### src/pga_pkg.sv
/*
 Shared constants, types and helpers for the generator A reload and control block.
 Assumes a 32-bit AXI4-Lite register bus with one register per aligned word.
*/
`default_nettype none
package pga_pkg;
    localparam int NCH = 6;
    localparam int CW = 15;
    // Register indices; byte address is four times the index
    localparam logic [5:0] IDX_VAL0 = 6'h10;
    localparam logic [5:0] IDX_ENCA = 6'h20;
    localparam logic [5:0] IDX_FQCA = 6'h21;
    localparam logic [5:0] IDX_CNTA = 6'h22;
    localparam logic [5:0] IDX_MODA = 6'h24;
    localparam logic [5:0] IDX_CFG = 6'h30;
    // generator_a_enable_ctrl fields
    localparam int ENCA_EN_BIT = 7;
    localparam int ENCA_LDOK_BIT = 1;
    localparam int ENCA_RIE_BIT = 0;
    // reload_freq_ctrl_a fields
    localparam int FQCA_LDFQ_LSB = 4;
    localparam int FQCA_HALF_BIT = 3;
    localparam int FQCA_PRSC_LSB = 1;
    localparam int FQCA_RF_BIT = 0;
    // Configuration register fields
    localparam int CFG_MTG_BIT = 0;
    localparam int CFG_CENTER_BIT = 1;
    localparam int CFG_OUTCTL_LSB = 8;
    localparam int CFG_OUTVAL_LSB = 16;
    // Reset values and AXI4-Lite response codes
    localparam logic [14:0] RST_MOD = 15'h0100;
    localparam logic [15:0] RST_VAL = 16'h0000;
    localparam logic [1:0] RESP_OKAY = 2'h0;
    localparam logic [1:0] RESP_SLVERR = 2'h2;

    typedef enum logic [1:0] {DIR_UP = 2'b01, DIR_DOWN = 2'b10} pga_dir_t;

    function automatic logic [2:0] pga_div_mask(input logic [1:0] prsc);
        pga_div_mask = 3'((4'h1 << prsc) - 4'h1);
    endfunction : pga_div_mask

    function automatic logic [31:0] pga_merge(input logic [31:0] old, input logic [31:0] data,
                                              input logic [3:0] strb);
        for (int b = 0; b < 4; b++) begin
            pga_merge[b*8 +: 8] = strb[b] ? data[b*8 +: 8] : old[b*8 +: 8];
        end
    endfunction : pga_merge

    // Signed width against counter: never on at or below zero, always on at or above modulus
    function automatic logic pga_active(input logic [15:0] val, input logic [14:0] cnt,
                                        input logic [14:0] mod);
        if ($signed(val) <= 16'sh0000) begin
            pga_active = 1'b0;
        end else if (val >= {1'b0, mod}) begin
            pga_active = 1'b1;
        end else begin
            pga_active = ({1'b0, cnt} < val);
        end
    endfunction : pga_active
endpackage : pga_pkg
`default_nettype wire

### src/pga_gen_a.sv
/*
 Generator A control: enable, buffered load-okay, reload frequency, reload flag,
 counter readback and six PWM pins, reached over AXI4-Lite.
 Assumes generators B and C are driven by this timebase while multiple timebase mode is clear.
*/
// Our own choice: the AXI4-Lite interface to the registers.
`timescale 1ns/1ps
`default_nettype none
module pga_gen_a (
    input wire logic mclk,
    input wire logic nrst,
    input wire logic awvalid,
    output logic awready,
    input wire logic [7:0] awaddr,
    input wire logic wvalid,
    output logic wready,
    input wire logic [31:0] wdata,
    input wire logic [3:0] wstrb,
    output logic bvalid,
    input wire logic bready,
    output logic [1:0] bresp,
    input wire logic arvalid,
    output logic arready,
    input wire logic [7:0] araddr,
    output logic rvalid,
    input wire logic rready,
    output logic [31:0] rdata,
    output logic [1:0] rresp,
    output logic [pga_pkg::NCH-1:0] pwm_o,
    output logic reload_irq_a
);
    import pga_pkg::*;

    typedef struct packed {
        logic en;
        logic ldok;
        logic rie;
        logic [3:0] ldfq_buf;
        logic half;
        logic [1:0] prsc_buf;
        logic rf;
        logic multiple_timebase_mode;
        logic center;
        logic [NCH-1:0] outctl;
        logic [NCH-1:0] outval;
        logic [14:0] mod_buf;
        logic [NCH-1:0][15:0] val_buf;
        logic [1:0] prsc_act;
        logic [14:0] mod_act;
        logic [NCH-1:0][15:0] val_act;
        logic [3:0] ldfq_act;
        logic [3:0] opp_cnt;
        logic ldok_arm;
        logic rf_arm;
        logic aw_held;
        logic [7:0] awaddr;
        logic w_held;
        logic [31:0] wdata;
        logic [3:0] wstrb;
        logic bvalid;
        logic [1:0] bresp;
        logic rvalid;
        logic [31:0] rdata;
        logic [1:0] rresp;
        logic [NCH-1:0] pwm;
    } pga_state_t;

    pga_state_t s_r;
    pga_state_t s_nxt;
    logic [14:0] cnt;
    logic opp;
    logic reload;
    logic wr;
    logic wr_fq;
    logic [5:0] wsel;
    logic [5:0] rsel;
    logic [31:0] wm;
    logic [NCH-1:0] ch_en;

    pga_timebase u_tb (
        .mclk(mclk),
        .nrst(nrst),
        .en(s_r.en),
        .prsc(s_r.prsc_act),
        .mod(s_r.mod_act),
        .center(s_r.center),
        .half(s_r.half),
        .cnt(cnt),
        .opp(opp)
    );

    function automatic logic is_val(input logic [5:0] sel);
        is_val = (sel[5:4] == 2'h1) && !sel[0] && (sel[3:1] < 3'(NCH));
    endfunction : is_val

    always_comb begin
        s_nxt = s_r;
        wr = s_r.aw_held && s_r.w_held;
        wsel = s_r.awaddr[7:2];
        rsel = araddr[7:2];
        wm = 32'h0;
        reload = opp && (s_r.opp_cnt == s_r.ldfq_act);
        wr_fq = wr && (wsel == IDX_FQCA) && s_r.wstrb[0] && s_r.wdata[FQCA_RF_BIT];
        ch_en = {{(NCH-2){s_r.en && !s_r.multiple_timebase_mode}}, {2{s_r.en}}};
        if (awvalid && awready) begin
            s_nxt.aw_held = 1'b1;
            s_nxt.awaddr = awaddr;
        end
        if (wvalid && wready) begin
            s_nxt.w_held = 1'b1;
            s_nxt.wdata = wdata;
            s_nxt.wstrb = wstrb;
        end
        if (s_r.bvalid && bready) begin
            s_nxt.bvalid = 1'b0;
        end
        if (s_r.rvalid && rready) begin
            s_nxt.rvalid = 1'b0;
        end
        if (wr) begin
            s_nxt.aw_held = 1'b0;
            s_nxt.w_held = 1'b0;
            s_nxt.bvalid = 1'b1;
            s_nxt.bresp = RESP_OKAY;
            case (wsel)
                IDX_ENCA: begin
                    if (s_r.wstrb[0]) begin
                        s_nxt.en = s_r.wdata[ENCA_EN_BIT];
                        s_nxt.rie = s_r.wdata[ENCA_RIE_BIT];
                        if (!s_r.wdata[ENCA_LDOK_BIT]) begin
                            s_nxt.ldok = 1'b0;
                        end else if (s_r.ldok_arm) begin
                            s_nxt.ldok = 1'b1;
                        end
                        s_nxt.ldok_arm = 1'b0;
                    end
                end
                IDX_FQCA: begin
                    if (s_r.wstrb[0]) begin
                        s_nxt.ldfq_buf = s_r.wdata[FQCA_LDFQ_LSB +: 4];
                        s_nxt.half = s_r.wdata[FQCA_HALF_BIT];
                        s_nxt.prsc_buf = s_r.wdata[FQCA_PRSC_LSB +: 2];
                        if (wr_fq && s_r.rf_arm) begin
                            s_nxt.rf = 1'b0;
                        end
                        s_nxt.rf_arm = 1'b0;
                    end
                end
                IDX_CNTA: begin
                    s_nxt.bresp = RESP_OKAY;
                end
                IDX_MODA: begin
                    wm = pga_merge({17'h0, s_r.mod_buf}, s_r.wdata, s_r.wstrb);
                    s_nxt.mod_buf = wm[14:0];
                end
                IDX_CFG: begin
                    wm = pga_merge({10'h0, s_r.outval, 2'h0, s_r.outctl, 6'h0, s_r.center, s_r.multiple_timebase_mode},
                                   s_r.wdata, s_r.wstrb);
                    s_nxt.multiple_timebase_mode = wm[CFG_MTG_BIT];
                    s_nxt.center = wm[CFG_CENTER_BIT];
                    s_nxt.outctl = wm[CFG_OUTCTL_LSB +: NCH];
                    s_nxt.outval = wm[CFG_OUTVAL_LSB +: NCH];
                end
                default: begin
                    if (is_val(wsel)) begin
                        wm = pga_merge({16'h0, s_r.val_buf[wsel[3:1]]}, s_r.wdata, s_r.wstrb);
                        s_nxt.val_buf[wsel[3:1]] = wm[15:0];
                    end else begin
                        s_nxt.bresp = RESP_SLVERR;
                    end
                end
            endcase
        end
        if (arvalid && arready) begin
            s_nxt.rvalid = 1'b1;
            s_nxt.rresp = RESP_OKAY;
            s_nxt.rdata = 32'h0;
            case (rsel)
                IDX_ENCA: begin
                    s_nxt.rdata[ENCA_EN_BIT] = s_r.en;
                    s_nxt.rdata[ENCA_LDOK_BIT] = s_r.ldok;
                    s_nxt.rdata[ENCA_RIE_BIT] = s_r.rie;
                    if (!s_r.ldok) begin
                        s_nxt.ldok_arm = 1'b1;
                    end
                end
                IDX_FQCA: begin
                    s_nxt.rdata[FQCA_LDFQ_LSB +: 4] = s_r.ldfq_buf;
                    s_nxt.rdata[FQCA_HALF_BIT] = s_r.half;
                    s_nxt.rdata[FQCA_PRSC_LSB +: 2] = s_r.prsc_buf;
                    s_nxt.rdata[FQCA_RF_BIT] = s_r.rf;
                    if (s_r.rf) begin
                        s_nxt.rf_arm = 1'b1;
                    end
                end
                IDX_CNTA: s_nxt.rdata[14:0] = cnt;
                IDX_MODA: s_nxt.rdata[14:0] = s_r.mod_buf;
                IDX_CFG: s_nxt.rdata = {10'h0, s_r.outval, 2'h0, s_r.outctl, 6'h0, s_r.center, s_r.multiple_timebase_mode};
                default: begin
                    if (is_val(rsel)) begin
                        s_nxt.rdata[15:0] = s_r.val_buf[rsel[3:1]];
                    end else begin
                        s_nxt.rresp = RESP_SLVERR;
                    end
                end
            endcase
        end
        // Reload handling comes last so the flag set beats a clear in the same cycle
        if (opp) begin
            s_nxt.opp_cnt = reload ? 4'h0 : s_r.opp_cnt + 4'h1;
        end
        if (reload) begin
            s_nxt.rf = 1'b1;
            s_nxt.rf_arm = 1'b0;
            s_nxt.ldfq_act = s_r.ldfq_buf;
            if (s_r.ldok) begin
                s_nxt.prsc_act = s_r.prsc_buf;
                s_nxt.mod_act = s_r.mod_buf;
                s_nxt.val_act[1:0] = s_r.val_buf[1:0];
                if (!s_r.multiple_timebase_mode) begin
                    s_nxt.val_act[NCH-1:2] = s_r.val_buf[NCH-1:2];
                end
                s_nxt.ldok = 1'b0;
            end
        end
        for (int i = 0; i < NCH; i++) begin
            s_nxt.pwm[i] = s_r.outctl[i] ? s_r.outval[i] :
                           (ch_en[i] && pga_active(s_r.val_act[i], cnt, s_r.mod_act));
        end
    end

    always_ff @(posedge mclk or negedge nrst) begin
        if (!nrst) begin
            s_r <= '0;
            s_r.mod_buf <= RST_MOD;
            s_r.mod_act <= RST_MOD;
            s_r.val_buf <= {NCH{RST_VAL}};
            s_r.val_act <= {NCH{RST_VAL}};
        end else begin
            s_r <= s_nxt;
        end
    end

    assign awready = !s_r.aw_held && !s_r.bvalid;
    assign wready = !s_r.w_held && !s_r.bvalid;
    assign bvalid = s_r.bvalid;
    assign bresp = s_r.bresp;
    assign arready = !s_r.rvalid;
    assign rvalid = s_r.rvalid;
    assign rdata = s_r.rdata;
    assign rresp = s_r.rresp;
    assign pwm_o = s_r.pwm;
    assign reload_irq_a = s_r.rf && s_r.rie;
endmodule : pga_gen_a
`default_nettype wire

### src/pga_timebase.sv
/*
 Prescaler and 15-bit up or up/down counter of generator A, with reload opportunity strobe.
 Assumes prescaler and modulus change only at a reload, which falls one mclk after a prescaler tick.
*/
`timescale 1ns/1ps
`default_nettype none
module pga_timebase (
    input wire logic mclk,
    input wire logic nrst,
    input wire logic en,
    input wire logic [1:0] prsc,
    input wire logic [14:0] mod,
    input wire logic center,
    input wire logic half,
    output logic [14:0] cnt,
    output logic opp
);
    import pga_pkg::*;

    typedef struct packed {
        logic [2:0] div;
        logic [14:0] cnt;
        pga_dir_t dir;
        logic opp;
    } pga_tb_t;

    pga_tb_t s_r;
    pga_tb_t s_nxt;
    logic tick;

    always_comb begin
        s_nxt = s_r;
        s_nxt.opp = 1'b0;
        tick = en && (s_r.div == pga_div_mask(prsc));
        if (!en) begin
            s_nxt.div = 3'h0;
            s_nxt.cnt = 15'h0;
            s_nxt.dir = DIR_UP;
        end else if (!tick) begin
            s_nxt.div = s_r.div + 3'h1;
        end else begin
            s_nxt.div = 3'h0;
            if (!center) begin
                if (s_r.cnt >= mod - 15'h1) begin
                    s_nxt.cnt = 15'h0;
                    s_nxt.opp = 1'b1;
                end else begin
                    s_nxt.cnt = s_r.cnt + 15'h1;
                end
            end else begin
                case (s_r.dir)
                    DIR_UP: begin
                        if (s_r.cnt >= mod - 15'h1) begin
                            s_nxt.cnt = mod;
                            s_nxt.dir = DIR_DOWN;
                            s_nxt.opp = half;
                        end else begin
                            s_nxt.cnt = s_r.cnt + 15'h1;
                        end
                    end
                    DIR_DOWN: begin
                        if (s_r.cnt <= 15'h1) begin
                            s_nxt.cnt = 15'h0;
                            s_nxt.dir = DIR_UP;
                            s_nxt.opp = 1'b1;
                        end else begin
                            s_nxt.cnt = s_r.cnt - 15'h1;
                        end
                    end
                    default: s_nxt.dir = DIR_UP;
                endcase
            end
        end
    end

    always_ff @(posedge mclk or negedge nrst) begin
        if (!nrst) begin
            s_r <= '{div: 3'h0, cnt: 15'h0, dir: DIR_UP, opp: 1'b0};
        end else begin
            s_r <= s_nxt;
        end
    end

    assign cnt = s_r.cnt;
    assign opp = s_r.opp;
endmodule : pga_timebase
`default_nettype wire

### config.mk
export PLATFORM = sky130hd
export DESIGN_NAME = pga_gen_a
export DESIGN_NICKNAME = d
export VERILOG_FILES = /design/src/pga_pkg.sv /design/src/pga_gen_a.sv /design/src/pga_timebase.sv
export SDC_FILE = /design/constraint.sdc
export NUM_CORES = 1
export LEC_CHECK = 0
export BUFFER_PORTS_ARGS = -buffer_cell sky130_fd_sc_hd__buf_2
export CORE_MARGIN = 2
export CORE_UTILIZATION = 63
export CTS_CLUSTER_DIAMETER = 30
export CTS_CLUSTER_SIZE = 40
export DETAILED_ROUTE_END_ITERATION = 10
export HOLD_SLACK_MARGIN = 0.15
export PLACE_DENSITY = 0.82
export REMOVE_ABC_BUFFERS = 1
export SLEW_MARGIN = 5
export SYNTH_ARGS = -nofsm -noshare
export SYNTH_HDL_FRONTEND = slang
export SYNTH_SLANG_ARGS = --single-unit
### constraint.sdc
create_clock -name mclk -period 4.7 [get_ports mclk]
set_input_delay 0.47 -clock mclk [delete_from_list [all_inputs] [get_ports mclk]]
set_output_delay 0.47 -clock mclk [all_outputs]
set_load 0.005 [all_outputs]
# Word level (Yosys, flattened, before mapping)
# Index checks and enable logic that the tools add are counted.
# W data, S select, Z words.
dict set report word_totals {
  output_inout_bits 48
  elab_cells 253
  ff_bits 370
  inputBits 59
}
dict set report classes {
  bitwise 2
  reduce_logical 59
  eq_ne 21
  mux 93
  order_cmp 25
  n_shift 1
  addsub 6
}
# operator n
set op_table {}
lappend op_table {{$mux W96} 2}
lappend op_table {{$mux W135} 1}
lappend op_table {{$bmux W16 S3} 2}
lappend op_table {{$bwmux W96} 1}
lappend op_table {{$ge A16 B15 Y1} 6}
lappend op_table {{$le A16 B1 Y1 const B} 6}
lappend op_table {{$lt A15 B16 Y1} 6}
lappend op_table {{$mux W15} 5}
lappend op_table {{$mux W16} 4}
lappend op_table {{$eq A6 B6 Y1 const B} 10}
lappend op_table {{$demux W16 S3} 1}
lappend op_table {{$mux W1} 40}
lappend op_table {{$mux W8} 5}
lappend op_table {{$mux W37} 1}
lappend op_table {{$mux W35} 1}
lappend op_table {{$pmux W15 S2} 1}
lappend op_table {{$sub A15 B1 Y15 const B} 2}
lappend op_table {{$pmux W7 S4} 1}
lappend op_table {{$logic_and A1 B1 Y1} 27}
lappend op_table {{$reduce_and A3 Y1} 9}
lappend op_table {{$mux W20} 1}
lappend op_table {{$pmux W5 S4} 1}
lappend op_table {{$mux W18} 1}
lappend op_table {{$mux W2} 9}
lappend op_table {{other kinds (35)} 64}

# Longest topological paths before layout
dict set report depth {
  word_depth 11
  mapped_depth 16
  ltp_nobuf 14
}

# By module
# From an unflattened synthesis, not the netlist that was laid out.
dict set report unflattened {
  cells_unflattened 2092
  area_unflattened_um2 21886.0
}
# mod instances area_per_inst_um2 seq_area_each_um2 cells_per_inst
set modules_own_cells {}
lappend modules_own_cells {pga_gen_a 1 19065.8 8110.3 1726}
lappend modules_own_cells {pga_timebase 1 2820.2 526.8 366}

# Least setup slack after synthesis
# OpenSTA, ideal clock, no wires.
dict set report synth_timing {
  kind {reg-to-reg}
  startpoint {register s_r[196] (netlist bit)}
  endpoint {register u_tb.s_r[1] (netlist bit)}
  path_buffers 1
  stages_incl_launch_ff 16
  required_ns 4.618
  slack_ns 1.266
  t_arrival_ns 3.352
  period_less_slack_ns 3.434
  setup_ns 0.082
  cell_sequence {dfrtp_1 > inv_1 > ha_1 > nand3_1 > nor3_1 > nand2_1 > nor3_1 > xnor2_1 > ha_1 > nand2_1 > nor2_1 > nand4_1 > o21a_1 > buf_2 > a2111oi_4 > mux2_4}
}
dict set report synth_between {
  elab_chain_cells 4
}
# element line_no
set synth_lines {}
lappend synth_lines {{start, declared} pga_gen_a.sv:68} ;# pga_state_t s_r;
lappend synth_lines {{start signal, assigned} pga_gen_a.sv:240} ;# s_r <= s_nxt;
lappend synth_lines {{$sub A15 B1 Y15} pga_timebase.sv:53} ;# if (s_r.cnt >= mod - 15'h1) begin
lappend synth_lines {{$ge A15 B15 Y1} pga_timebase.sv:53}
lappend synth_lines {{$ne A3 B2 Y1 (no source line)} -}
lappend synth_lines {{$reduce_and A4 Y1 (no source line)} -}
lappend synth_lines {{end signal, assigned} pga_timebase.sv:78} ;# s_r <= '{div: 3'h0, cnt: 15'h0, dir: DIR_UP, opp: 1'b0};
lappend synth_lines {{end signal, assigned} pga_timebase.sv:80} ;# s_r <= s_nxt;
lappend synth_lines {{end, declared} pga_timebase.sv:27} ;# pga_tb_t s_r;
# No other way between the ends.
# A chain may end at the register's enable or synchronous reset.

# Worst setup path in the final report
dict set report layout_timing {
  startpoint {register s_r[197] (netlist bit)}
  endpoint {register u_tb.s_r (netlist bit u_tb.cnt[14])}
}
dict set report layout_between {
  elab_chain_cells 7
  elab_cells_between_ends 8
  cone_classes {add/sub: 1; order compare: 1; mux: 6}
}
# element line_no
set layout_lines {}
lappend layout_lines {{$sub A15 B1 Y15 *} {pga_timebase.sv:44, pga_timebase.sv:53}}
lappend layout_lines {{$ge A15 B15 Y1 *} {pga_timebase.sv:44, pga_timebase.sv:53}}
lappend layout_lines {{$mux W15} pga_timebase.sv:53}
lappend layout_lines {{$pmux W15 S2} pga_timebase.sv:51} ;# case (s_r.dir)
lappend layout_lines {{$mux W15 *} pga_timebase.sv:43} ;# if (!center) begin
lappend layout_lines {{$mux W18 *} pga_timebase.sv:39} ;# end else if (!tick) begin
lappend layout_lines {{$mux W20 *} pga_timebase.sv:35} ;# if (!en) begin
# Mark *: on every way between the ends. The rest lies on a longest branch, timed or not. The select of a mux whose other input is x is not followed.

==> metrics.cfg <==
[pwr]
seqPwrFrac=0.368
ir_drop_uv=513.8
internal_power_uw=8189
clkPwrFrac=0.446
powerDensity_mw_per_mm2=480.1
switchingPower_uw=3901
leakagePower_uw=0.01219
p_sw_frac=0.3227
combPwrFrac=0.186

[grt]
antenna_found_initial=2
grt_pass1_vias=18800
overflow=0
grt_pass1_wl_mm=113.7
grt_max_degree=115
grtUsageTotal=0.4244

[cts]
cts_tree=done
cts_setup_buffers=0
root_buffer=clkbuf_16
cts_buffer_depth=3
cts_resized=0
numCtsBuffers=70
path_clk_slew_ps=50
clkSinkCount=345
htree_num_levels=3
clkLatencyLatePin_ps=590
cts_hold_buf=32

[sta]
fin_crit_ps=4221
finalCritPeriodShare=0.8981
setup_viol=0
slew_headroom=0.01643
max_clock_freq_ghz=0.2369
fin_ws_ps=478.8
finalSetupTns_ps=0
finalMaxSlewViolations=0
fin_worst_skew_ps=26.20
worstMarginPinSlew_ps=1472
rsz0062_at_grt=false
hold_violations=0

[cells_and_area]
nets=2431
multi_input_area_mm2=0.01189
layout_commonest_cell=dfrtp_1
fin_util=0.7473
layout_common_cells=341 x dfrtp_1, 282 x mux2_2, 197 x ha_1
syn_to_final_growth_pct=16.33
regArea_mm2=0.008638
finalNonFillerCells=2680
fin_area_mm2=0.02518
nFillCells=2127
drive_above_1_share=0.2435

[setup_path]
max_stage_delay_ps=580
crit_path_end_kind=flip-flop
path_class=flip-flop to flip-flop
cp_cell_sequence=inv_1, ha_1, nand3_1, nor3_1, nand3_1, xnor2_1, ha_1, a21o_1, a221o_1, a21oi_2, o21a_1, buf_4, o221ai_1, a2bb2oi_1
cp_num_buf_inv=2
r2r_slack_ps=480
arrival_ps=4660
path_max_fanout=13
slowest_stage=o21a_1
required_ps=5140
cp-start-kind=flip-flop
crit_family=compound AO/OA/AOI/OAI gates

[floorplan]
dieArea_mm2=0.03586
core_mm2=0.03370
die_w_um=189.4
initial_core_util=0.6424
rows=67
dieHeight_um=189.4
ios=107

[synth]
synth-edff-count=0
ys_ff_latch=345
synth_xor_area_frac=0.01335
synth-warning-count=0
syn_avg_cell_area_um2=10.38
synth_top_family_by_area=multiplexers
synthSimpleGateAreaFrac=0.1056
synthFlopType=dfrtp_1
synth_compound_area_frac=0.1407
syn_area_mm2=0.02165
ys_seq_area_frac=0.3989
synth_fa_ha_area_frac=0.1139
synth_cell_types=79
synthCells=2086
async_reset_ff_frac=1.000
synthMuxAreaShare=0.1720

[min_path]
min_path_type=input port to flip-flop

[placed_design]
dp_slack_ps=601.8
dp.final_hpwl_mm=51.89
place_area_mm2=0.02226
gp_congestion=0.9916
dp.cells=2518
numPortBuffers=79

[detailed_routing]
dr.pass1.iters=8
drcViolationCount=0
routedWlPerCell_um=28.08
vias_per_cell=6.944
finalWirelength_mm=75.25
initialDrtViolationCount=2051
vias=18610
ant_nets=0

[outcome]
outcome=completed

[job]
maxCapViolations=0

[cells in the mapped netlist (all sizes together) (4+ instances only)]
| master | n | share of area |
|---|---|---|
| a21o | 70 | 0.024 |
| a21oi | 87 | 0.020 |
| xor2 | 10 | 0.0040 |
| o211ai | 28 | 0.0097 |
| and2 | 9 | 0.0027 |
| nand2 | 119 | 0.021 |
| a31oi | 26 | 0.0075 |
| o31ai | 5 | 0.0024 |
| o311ai | 5 | 0.0020 |
| ha | 197 | 0.11 |
| nor4 | 26 | 0.0081 |
| mux2 | 283 | 0.15 |
| inv | 122 | 0.021 |
| mux2i | 51 | 0.024 |
| o221ai | 4 | 0.0016 |
| nand2b | 19 | 0.0058 |
| o22ai | 22 | 0.0064 |
| a211oi | 21 | 0.0073 |
| nor3 | 30 | 0.0069 |
| a22oi | 16 | 0.0055 |
| nand3 | 46 | 0.011 |
| a221oi | 4 | 0.0016 |
| clkbuf | 65 | 0.011 |
| o21ai | 92 | 0.021 |
| and3 | 9 | 0.0026 |
| nand4 | 36 | 0.010 |
| xnor2 | 23 | 0.0093 |
| a2111oi | 8 | 0.0050 |
| nor2 | 108 | 0.019 |
| nor2b | 21 | 0.0061 |
| nand4b | 6 | 0.0024 |
| or3 | 11 | 0.0032 |
| or4 | 5 | 0.0019 |
| buf | 79 | 0.023 |
| a32oi | 20 | 0.0081 |
| a222oi | 11 | 0.0051 |
| dfrtp | 342 | 0.40 |
[final cells by class]
type                       count  area share
antenna                        2   0.0001987
inverter                     123     0.01833
multi-input combinational   1485      0.4719
clock buffer                  93     0.07989
timing repair buffer         150     0.04223
clock inverter                34     0.02216
sequential                   345      0.3430
tap                          448     0.02226
[metal layers]
| layer | vias up | GRT usage | wire [um] |
|---|---|---|---|
| li1 | 7837 | - | - |
| met1 | 9175 | 0.5401 | 28350 |
| met2 | 1275 | 0.6598 | 34050 |
| met3 | 324 | 0.1040 | 7986 |
| met4 | 0 | 0.2525 | 4864 |
| met5 | - | 0 | 0 |
[power by group through the flow]
stage | clock, uW | sequential [uW] | combinational, uW
CTS | 5390 | 4370 | 2150
finish | 5390 | 4450 | 2240
detailed placement | 0 | 4400 | 2070
global route | 5550 | 4470 | 2390
global placement | 0 | 4360 | 1990
floorplan | 0 | 4060 | 1340
[cell families (layout without fill, tap and decap cells)]
| kind of cell | after synthesis | in the layout |
|---|---|---|
| and+or+nand+nor | 459 | 459 |
| AOI/OAI and AO/OA | 449 | 449 |
| DFF | 345 | 345 |
| muxes | 335 | 335 |
| buffers and inverters | 267 | 400 |
| adders and majority gates | 197 | 197 |
| xor gates and xnor gates | 33 | 33 |
| other | 1 | 14 |
[per-stage QoR]
stage / hold WS (ps) / power (uW)
CTS: 153.6 / 11910
global placement: 449.9 / 6351
floorplan: 174.4 / 5397
finish: 161.4 / 12090
global route: 163.9 / 12410
detailed placement: 451.1 / 6471
[final timing paths]
| check | start | endpoint | cells past startpoint |
|---|---|---|---|
| worst max-delay path | s_r[197] | u_tb.cnt[14] | 14 |
| worst min-delay path | wdata[0] | s_r[48] | 3 |
| worst max register to register | s_r[197] | u_tb.cnt[14] | 14 |
| worst min register to register | rdata[18] | rdata[18] | 2 |
| max in group asynchronous | nrst | async pin | 3 |
| min in group asynchronous | nrst | u_tb.cnt[11] | 2 |
[worst min-delay path, stage by stage]
cell,delay (ps)
buf_2,80
nand2_1,40
o21ai_0,90
Note: power is estimated with default switching activity, not from simulation.
